### config.mk
export PLATFORM = sky130hd
export DESIGN_NAME = tof_sensor_i2c_target_port
export DESIGN_NICKNAME = d
export VERILOG_FILES = /design/src/rtl/tof_i2c_pkg.sv /design/src/rtl/tof_sensor_i2c_target_port.sv
export SDC_FILE = /design/constraint.sdc
export NUM_CORES = 2
export LEC_CHECK = 0
export ABC_AREA = 1
export BUFFER_PORTS_ARGS = -buffer_cell sky130_fd_sc_hd__buf_2
export CORE_MARGIN = 5
export CORE_UTILIZATION = 38
export CTS_CLUSTER_SIZE = 14
export DETAILED_ROUTE_END_ITERATION = 10
export PLACE_DENSITY = 0.5
export SKIP_LAST_GASP = 1
export SLEW_MARGIN = 10
export SYNTH_ARGS = -nofsm -noshare
export SYNTH_HDL_FRONTEND = slang
export SYNTH_SLANG_ARGS = --single-unit
### constraint.sdc
create_clock -name clk_i -period 6.4 [get_ports clk_i]
set_input_delay 0.96 -clock clk_i [delete_from_list [all_inputs] [get_ports clk_i]]
set_output_delay 0.96 -clock clk_i [all_outputs]
set_load 0.1 [all_outputs]
### src/rtl/tof_i2c_pkg.sv
package tof_i2c_pkg;

  // Bus address byte with the direction bit clear, and the direction mask.
  localparam logic [7:0] DEV_ADDR_WR = 8'h52;
  localparam logic [7:0] DIR_MASK    = 8'h01;

  // Widths of the serial unit and of the register index.
  localparam int BYTE_W  = 8;
  localparam int INDEX_W = 16;

  // Reset value of the register index.
  localparam logic [15:0] INDEX_RST = 16'h0000;

  // Glitch filter figure and the system clock rate.
  localparam int CLK_PERIOD_PS = 25000;
  localparam int SPIKE_PS      = 50000;
  localparam int SPIKE_CYC     = (SPIKE_PS + CLK_PERIOD_PS - 1) / CLK_PERIOD_PS;

  // Link-side serial clock limit.
  localparam int SCL_MAX_KHZ = 1000;

  // Transfer phases of the target port.
  typedef enum logic [2:0] {
    ST_IDLE,
    ST_ADDR,
    ST_IDX_HI,
    ST_IDX_LO,
    ST_WDATA,
    ST_RDATA,
    ST_ACK,
    ST_MACK
  } phase_t;

endpackage

### src/rtl/tof_sensor_i2c_target_port.sv
// Behaviour
// - Answer only bus address 0x52 family
// - Low address bit selects write or read
// - Each byte is followed by one ack
// - Sample data on rising serial clock
// - Data edges under high clock: start/stop
// - Acknowledge own address, keep direction bit
// - First two written bytes after address form index
// - Shift, store written byte, then acknowledge
// - Load register, shift out on falling edge
// - Receiver acknowledges every byte except the last read byte, which ends the read
// - Index advances by one per data byte
// - Only pull lines low, else release
// - Suppress glitches of 50 ns or less
// - Port reset pulse resets port only
// - Enable low disables port entirely
`timescale 1ns/1ps
module tof_sensor_i2c_target_port
  import tof_i2c_pkg::*;
#(
  parameter int REG_DEPTH = 256
)(
  // Clock and reset.
  input  wire logic                clk_i,
  input  wire logic                nrst_i,
  // Link pins and port controls.
  input  wire logic                scl_i,
  input  wire logic                sda_i,
  output logic                     sda_o,
  output logic                     sda_oe_o,
  input  wire logic                port_reset_i,
  input  wire logic                comms_enable_in_i,
  // Status.
  output logic                     busy_o,
  output logic [INDEX_W-1:0]       index_o
);
  localparam int AW = $clog2(REG_DEPTH);

  initial
  begin
    if (REG_DEPTH < 2 || REG_DEPTH > (1 << INDEX_W))
      $error("REG_DEPTH out of range");
  end

  // Three-stage synchronisers on every pin input.
  logic [2:0] scl_s_reg;
  logic [2:0] sda_s_reg;
  logic [2:0] rst_s_reg;
  logic [2:0] en_s_reg;
  always_ff @(posedge clk_i or negedge nrst_i)
  begin
    if (!nrst_i)
    begin
      scl_s_reg <= 3'h7;
      sda_s_reg <= 3'h7;
      rst_s_reg <= 3'h0;
      en_s_reg  <= 3'h0;
    end
    else
    begin
      scl_s_reg <= {scl_s_reg[1:0], scl_i};
      sda_s_reg <= {sda_s_reg[1:0], sda_i};
      rst_s_reg <= {rst_s_reg[1:0], port_reset_i};
      en_s_reg  <= {en_s_reg[1:0], comms_enable_in_i};
    end
  end

  // Filtered levels follow a line once it is stable longer than a spike.
  logic       scl_f_reg;
  logic       sda_f_reg;
  logic       scl_f_d_reg;
  logic       sda_f_d_reg;
  logic [3:0] scl_cnt_reg;
  logic [3:0] sda_cnt_reg;
  logic       prst_reg;
  logic       en_reg;
  always_ff @(posedge clk_i or negedge nrst_i)
  begin
    if (!nrst_i)
    begin
      scl_f_reg   <= 1'b1;
      sda_f_reg   <= 1'b1;
      scl_cnt_reg <= 4'h0;
      sda_cnt_reg <= 4'h0;
    end
    else
    begin
      if ((scl_s_reg[2] == scl_s_reg[1]) && (scl_s_reg[2] != scl_f_reg))
      begin
        if (scl_cnt_reg >= 4'(SPIKE_CYC))
        begin
          scl_f_reg   <= scl_s_reg[2];
          scl_cnt_reg <= 4'h0;
        end
        else
          scl_cnt_reg <= scl_cnt_reg + 4'h1;
      end
      else
        scl_cnt_reg <= 4'h0;
      if ((sda_s_reg[2] == sda_s_reg[1]) && (sda_s_reg[2] != sda_f_reg))
      begin
        if (sda_cnt_reg >= 4'(SPIKE_CYC))
        begin
          sda_f_reg   <= sda_s_reg[2];
          sda_cnt_reg <= 4'h0;
        end
        else
          sda_cnt_reg <= sda_cnt_reg + 4'h1;
      end
      else
        sda_cnt_reg <= 4'h0;
    end
  end

  // Delayed filtered levels and agreed control levels.
  always_ff @(posedge clk_i or negedge nrst_i)
  begin
    if (!nrst_i)
    begin
      scl_f_d_reg <= 1'b1;
      sda_f_d_reg <= 1'b1;
      prst_reg    <= 1'b0;
      en_reg      <= 1'b0;
    end
    else
    begin
      scl_f_d_reg <= scl_f_reg;
      sda_f_d_reg <= sda_f_reg;
      if (rst_s_reg[2] == rst_s_reg[1])
        prst_reg <= rst_s_reg[2];
      if (en_s_reg[2] == en_s_reg[1])
        en_reg <= en_s_reg[2];
    end
  end

  // Line events seen after filtering.
  logic scl_rise;
  logic scl_fall;
  logic start_ev;
  logic stop_ev;
  logic port_off;
  assign scl_rise = scl_f_reg && !scl_f_d_reg;
  assign scl_fall = !scl_f_reg && scl_f_d_reg;
  assign start_ev = scl_f_reg && scl_f_d_reg && sda_f_d_reg && !sda_f_reg;
  assign stop_ev  = scl_f_reg && scl_f_d_reg && !sda_f_d_reg && sda_f_reg;
  assign port_off = prst_reg || !en_reg;

  // Transfer state.
  phase_t             phase_reg;
  phase_t             after_ack_reg;
  logic [BYTE_W-1:0]  shift_reg;
  logic [3:0]         bit_cnt_reg;
  logic               dir_rd_reg;
  logic               drive_low_reg;
  logic [INDEX_W-1:0] index_reg;
  logic [BYTE_W-1:0]  mem_reg [REG_DEPTH];
  logic [BYTE_W-1:0]  rx_byte;
  logic               byte_done;
  assign rx_byte   = {shift_reg[BYTE_W-2:0], sda_f_reg};
  assign byte_done = scl_rise && (bit_cnt_reg == 4'(BYTE_W - 1));

  // Serial engine: bit counting, address match, index and data transfer.
  always_ff @(posedge clk_i or negedge nrst_i)
  begin
    if (!nrst_i)
    begin
      phase_reg     <= ST_IDLE;
      after_ack_reg <= ST_IDLE;
      shift_reg     <= 8'h00;
      bit_cnt_reg   <= 4'h0;
      dir_rd_reg    <= 1'b0;
      drive_low_reg <= 1'b0;
      index_reg     <= INDEX_RST;
    end
    else if (port_off)
    begin
      phase_reg     <= ST_IDLE;
      bit_cnt_reg   <= 4'h0;
      drive_low_reg <= 1'b0;
      if (prst_reg)
        index_reg <= INDEX_RST;
    end
    else if (start_ev)
    begin
      phase_reg     <= ST_ADDR;
      bit_cnt_reg   <= 4'h0;
      drive_low_reg <= 1'b0;
    end
    else if (stop_ev)
    begin
      phase_reg     <= ST_IDLE;
      drive_low_reg <= 1'b0;
    end
    else
    begin
      unique case (phase_reg)
        ST_IDLE:
        begin
          drive_low_reg <= 1'b0;
        end
        ST_ADDR, ST_IDX_HI, ST_IDX_LO, ST_WDATA:
        begin
          if (scl_rise)
          begin
            shift_reg   <= rx_byte;
            bit_cnt_reg <= bit_cnt_reg + 4'h1;
          end
          if (byte_done)
          begin
            bit_cnt_reg <= 4'h0;
            phase_reg   <= ST_ACK;
            if (phase_reg == ST_ADDR)
            begin
              if ((rx_byte & ~DIR_MASK) == DEV_ADDR_WR)
              begin
                dir_rd_reg    <= rx_byte[0];
                after_ack_reg <= rx_byte[0] ? ST_RDATA : ST_IDX_HI;
              end
              else
                phase_reg <= ST_IDLE;
            end
            else if (phase_reg == ST_IDX_HI)
            begin
              index_reg[15:8] <= rx_byte;
              after_ack_reg   <= ST_IDX_LO;
            end
            else if (phase_reg == ST_IDX_LO)
            begin
              index_reg[7:0] <= rx_byte;
              after_ack_reg  <= ST_WDATA;
            end
            else
            begin
              // Write data: the byte lands at the old index this edge.
              after_ack_reg <= ST_WDATA;
              index_reg     <= index_reg + 16'h0001;
            end
          end
        end
        ST_ACK:
        begin
          if (scl_fall)
          begin
            // Pull the line low for the ack bit; after it, release on writes or drive the first read bit.
            drive_low_reg <= !drive_low_reg;
            if (drive_low_reg)
            begin
              phase_reg <= after_ack_reg;
              if (dir_rd_reg)
              begin
                shift_reg     <= mem_reg[index_reg[AW-1:0]];
                drive_low_reg <= !mem_reg[index_reg[AW-1:0]][BYTE_W-1];
              end
            end
          end
        end
        ST_RDATA:
        begin
          if (scl_fall)
          begin
            bit_cnt_reg <= bit_cnt_reg + 4'h1;
            if (bit_cnt_reg == 4'(BYTE_W - 1))
            begin
              drive_low_reg <= 1'b0;
              bit_cnt_reg   <= 4'h0;
              phase_reg     <= ST_MACK;
              index_reg     <= index_reg + 16'h0001;
            end
            else
            begin
              shift_reg     <= {shift_reg[BYTE_W-2:0], 1'b0};
              drive_low_reg <= !shift_reg[BYTE_W-2];
            end
          end
        end
        ST_MACK:
        begin
          // A missing controller ack ends the read; an ack reloads.
          if (scl_rise && sda_f_reg)
            phase_reg <= ST_IDLE;
          else if (scl_fall)
          begin
            phase_reg     <= ST_RDATA;
            shift_reg     <= mem_reg[index_reg[AW-1:0]];
            drive_low_reg <= !mem_reg[index_reg[AW-1:0]][BYTE_W-1];
          end
        end
        default:
        begin
          phase_reg <= ST_IDLE;
        end
      endcase
    end
  end

  // Storage of written bytes, taken when the byte ack starts.
  always_ff @(posedge clk_i)
  begin
    if (!port_off && !start_ev && !stop_ev && (phase_reg == ST_WDATA)
        && byte_done)
      mem_reg[index_reg[AW-1:0]] <= rx_byte;
  end

  // Registered outputs; the data pin only ever pulls low.
  always_ff @(posedge clk_i or negedge nrst_i)
  begin
    if (!nrst_i)
    begin
      sda_o    <= 1'b0;
      sda_oe_o <= 1'b0;
      busy_o   <= 1'b0;
      index_o  <= INDEX_RST;
    end
    else
    begin
      sda_o    <= 1'b0;
      sda_oe_o <= drive_low_reg && !port_off;
      busy_o   <= (phase_reg != ST_IDLE);
      index_o  <= index_reg;
    end
  end

  // A matching address byte enters the ack phase on the next clock.
  property p_addr_ack;
    @(posedge clk_i) disable iff (!nrst_i)
    (phase_reg == ST_ADDR && byte_done && !start_ev && !stop_ev && !port_off
     && ((rx_byte & ~DIR_MASK) == DEV_ADDR_WR)) |=> (phase_reg == ST_ACK);
  endproperty
  a_addr_ack: assert property (p_addr_ack) else $error("no ack phase");

  // A foreign address returns the port to idle.
  property p_addr_miss;
    @(posedge clk_i) disable iff (!nrst_i)
    (phase_reg == ST_ADDR && byte_done && !start_ev && !stop_ev && !port_off
     && ((rx_byte & ~DIR_MASK) != DEV_ADDR_WR)) |=> (phase_reg == ST_IDLE);
  endproperty
  a_addr_miss: assert property (p_addr_miss) else $error("foreign addr");

  // Disabled port never drives the line.
  property p_off_quiet;
    @(posedge clk_i) disable iff (!nrst_i)
    port_off |=> !sda_oe_o;
  endproperty
  a_off_quiet: assert property (p_off_quiet) else $error("drove while off");

  // Driven level is always low.
  property p_low_only;
    @(posedge clk_i) disable iff (!nrst_i)
    sda_oe_o |-> (sda_o == 1'b0);
  endproperty
  a_low_only: assert property (p_low_only) else $error("drove high");

  // Start condition opens address phase whenever the port is on.
  property p_start;
    @(posedge clk_i) disable iff (!nrst_i)
    (start_ev && !port_off) |=> (phase_reg == ST_ADDR) && (bit_cnt_reg == 0);
  endproperty
  a_start: assert property (p_start) else $error("start missed");

  // Stop condition always idles the port.
  property p_stop;
    @(posedge clk_i) disable iff (!nrst_i)
    (stop_ev && !start_ev && !port_off) |=> (phase_reg == ST_IDLE);
  endproperty
  a_stop: assert property (p_stop) else $error("stop missed");

  // Read byte completion advances the index by one.
  property p_rd_inc;
    @(posedge clk_i) disable iff (!nrst_i)
    (phase_reg == ST_RDATA && scl_fall && bit_cnt_reg == 4'h7 && !port_off
     && !start_ev && !stop_ev) |=> (index_reg == $past(index_reg) + 16'h1);
  endproperty
  a_rd_inc: assert property (p_rd_inc) else $error("no read incr");

  // A stored write byte advances the index by one.
  property p_wr_inc;
    @(posedge clk_i) disable iff (!nrst_i)
    (phase_reg == ST_WDATA && byte_done && !port_off && !start_ev
     && !stop_ev) |=> (index_reg == $past(index_reg) + 16'h1);
  endproperty
  a_wr_inc: assert property (p_wr_inc) else $error("no write incr");

  // The clock fall after a controller ack starts the next read byte.
  property p_rd_next;
    @(posedge clk_i) disable iff (!nrst_i)
    (phase_reg == ST_MACK && scl_fall && !port_off && !start_ev
     && !stop_ev) |=> (phase_reg == ST_RDATA);
  endproperty
  a_rd_next: assert property (p_rd_next) else $error("no next byte");

  // Port reset clears index.
  property p_port_rst;
    @(posedge clk_i) disable iff (!nrst_i)
    prst_reg |=> (index_reg == INDEX_RST) ##1 (index_o == INDEX_RST);
  endproperty
  a_port_rst: assert property (p_port_rst) else $error("reset missed");
endmodule

==> qor.csv <==
metric,value,unit
fin crit period,4.57,ns
Bufs on Longest Clock Path,3,
Tot Pwr,42.3,mW
Placeable Area,238000,µm²
share of cells above drive strength 1,5.49,%
top_reg_cell synth,edfxtp_1,
post-synthesis cell count,8842,
routed via count,60073,
Worst setup EP type,register,
Clock power frac,30.3,%
first drt pass iteration count,6,
floorplan row count,179,
Pint,27.1,mW
first-pass GRT wire length,389,mm
Final HPWL DP,144,mm
post-synthesis mux area share,0.0234,%
sequential cell fraction of total power,42.1,%
post-route setup TNS,0,ns
Worst Max-Slew Pin Slew,1.15,ns
R2R cell count,13,
DRT antenna net count,0,
max-cap violations,0,
DRC,0,
Hold Startpoint,sda_i,
WS Path Type,register to register,
"Seq/Total Area, Yosys",70.0,%
Hold WC Path Type,primary input to register,
I/O pin cnt,25,
worst path required time,7.13,ns
routed length per instance,21.8,µm
Die Y-Extent,499,µm
crit path from,index_reg[3],
RePlAce Congestion,0.844,
worst skew pair latency,0.89,ns
synth cell count leaders,"3171 x nand2_1, 2048 x edfxtp_1, 1268 x nor2_1, 790 x inv_1, 448 x o21ai_0",
vias in the first global route,58667,
nets@finish,8748,
CTS tree,done,
die area,249000,µm²
Starting DRT DRC Count,5192,
Resized Gates After CTS,0,
H-tree Lvls,4,
"flops & latches, synth",2127,
worst r2r src,index_reg[3],
Pleak,39.7,nW
"FFs w/ async S/R, synth",3.71,%
area grow syn2layout,11.2,%
gr ovfl total,0,
warning count from the yosys run,0,
Post-Synth Adder-Cell Area,0.146,%
Num CTS Buffers,225,
worst vdd ir,395,µV
I/O Buffers,23,
max FFs per register,2048,
Rel. slew slack,23.0,%
Synth Area in XOR/XNOR,0,%
Pwr Density,420,nW/µm²
final WL,264,mm
Hold Crit Depth,1,
fillers,22949,
chip width,499,µm
Post-Route Utilization,42.4,%
Crit path arrival time,5.31,ns
clk slew on worst S/H paths,0.06,ns
initial core utilization,38.1,%
routed vias/inst,4.97,
crit path max fanout,86,
clk_skew,0.0474,ns
Yosys top cell by area,edfxtp_1,
largest net degree at the start of global routing,193,
Netlist Area Pre-Place,90700,µm²
Synth Area per Inst,10.3,µm²
CTS sink cnt,2127,
fmax,0.219,GHz
Final Cycle Share,71.5,%
fin. max-slew vios,0,
Post-synth EDFFs,2048,
initial antenna violation count,13,
Sw Ratio,36.0,%
Netlist cell types,40,
Combinational Power Share,27.5,%
top-area cell type share of the netlist area,67.8,%
clk root buf,clkbuf_16,
all-layer global routing usage,20.8,%
NetSw,15.2,mW
Synth area leaders,"edfxtp_1 68%, nand2_1 13%, nor2_1 5.2%, inv_1 3.3%, o21ai_0 2.5%",
unrepaired setup endpoints after global routing,no,
"Hold Violations, Final",0,
CP Launch Type,register,
largest family of logic cells by synthesized area,simple AND/OR/NAND/NOR gates,
Simple-Gate Fraction of Synth Area,20.5,%
status,"complete, no violations",
"count leader, synth",nand2_1,
Final setup viols,0,
post-synthesis compound-gate area fraction,3.60,%
-- path summary, 6_finish.rpt --
| kind | to | slack [ns] |
|---|---|---|
| max in group asynchronous | index_reg[1] | 4.63 |
| hold / removal | sda_s_reg[0] | 0.20 |
| setup / recovery | index_reg[14] | 1.83 |
| setup reg to reg | index_reg[14] | 1.83 |
| min in group asynchronous | busy_o | 0.51 |
| hold reg to reg | scl_s_reg[1] | 0.36 |
-- layer usage --
metal,part of all wire [%],vias to the layer above,routed length (µm),track usage [%]
met3,5.5,386,14600,2.82
met5,0.0099,-,26,0
met1,44,29421,115000,28.5
li1,-,28529,-,-
met4,3.4,4,9040,7.20
met2,47,1733,125000,34.0
-- cells in the final DEF (no fill, tap or decap), types with 6 or more instances in the layout --
| cell | n |
|---|---|
| dfrtp_1 | 60 |
| dfrtp_4 | 9 |
| buf_4 | 64 |
| buf_12 | 20 |
| nor2_1 | 1265 |
| edfxtp_1 | 2048 |
| nand3_1 | 348 |
| o22ai_1 | 13 |
| nand2_1 | 3155 |
| clkbuf_1 | 47 |
| dfstp_2 | 9 |
| a21oi_1 | 38 |
| inv_1 | 790 |
| o21ai_1 | 128 |
| clkinvlp_4 | 6 |
| nand2_4 | 7 |
| clkinv_2 | 47 |
| clkbuf_8 | 7 |
| bufinv_16 | 19 |
| o21ai_0 | 448 |
| nand2_2 | 18 |
| inv_6 | 6 |
| clkbuf_16 | 229 |
| buf_2 | 22 |
| ha_1 | 9 |
| clkinv_1 | 48 |
-- metrics by stage --
step           setup WS, ns  area [µm²]  std cells  hold WS, ns
2_1_floorplan          1.84       90700       8844        0.331
3_3_place_gp           2.04       93600      11672        0.347
3_5_place_dp           1.94       93600      11672        0.340
6_report               1.83      101000      12090        0.202
5_1_grt                1.50      101000      12089        0.146
4_1_cts                1.91      101000      12088        0.117
-- power groups by stage --
| stage | Combinational [mW] | Sequential [mW] | Clock, mW |
|---|---|---|---|
| after floorplan | 6.58 | 18.9 | 0 |
| after global placement | 11.7 | 18.1 | 0 |
| after detailed placement | 11.8 | 18.1 | 0 |
| after CTS | 11.8 | 17.8 | 13.1 |
| after global routing | 12.9 | 17.9 | 13.7 |
| final | 11.6 | 17.8 | 12.8 |
-- critical path, stage by stage (launching register included) --
cell and delay (ns):
dfrtp_1 0.53, nand2_1 0.18, inv_6 0.75, nand2_2 0.97
nor2_1 0.42, inv_2 0.21, nor2_1 0.30, nand2_1 0.14
nor3_1 0.26, nand2_1 0.17, o21ai_1 0.16, nand3_1 0.08
o211ai_1 0.11, o21ai_1 0.09
-- final cells by class --
class | instances | area [µm²] | area share (%)
clock buffers | 283 | 6000 | 5.95
well taps | 3167 | 3960 | 3.93
flip-flops and latches | 2127 | 63500 | 63.0
clock inverters | 132 | 1180 | 1.17
multi-input cells | 5474 | 22100 | 22.0
repair buffers | 107 | 1000 | 0.993
inverters | 798 | 3020 | 2.99
diodes | 2 | 5.00 | 0.00496
-- logic make-up after synthesis --
kind of cell,Yosys count
flops,2127
compound gates,642
other cells,1
fa+ha+maj,11
buf+inv,1243
mux,2
simple gates,4816
-- repair_timing --
item                                   CTS  global route
hold buffers                             1             0
setup buffers                            0             0
endpoints found under the hold margin   15             0
Note: power is estimated with default switching activity, not from simulation.
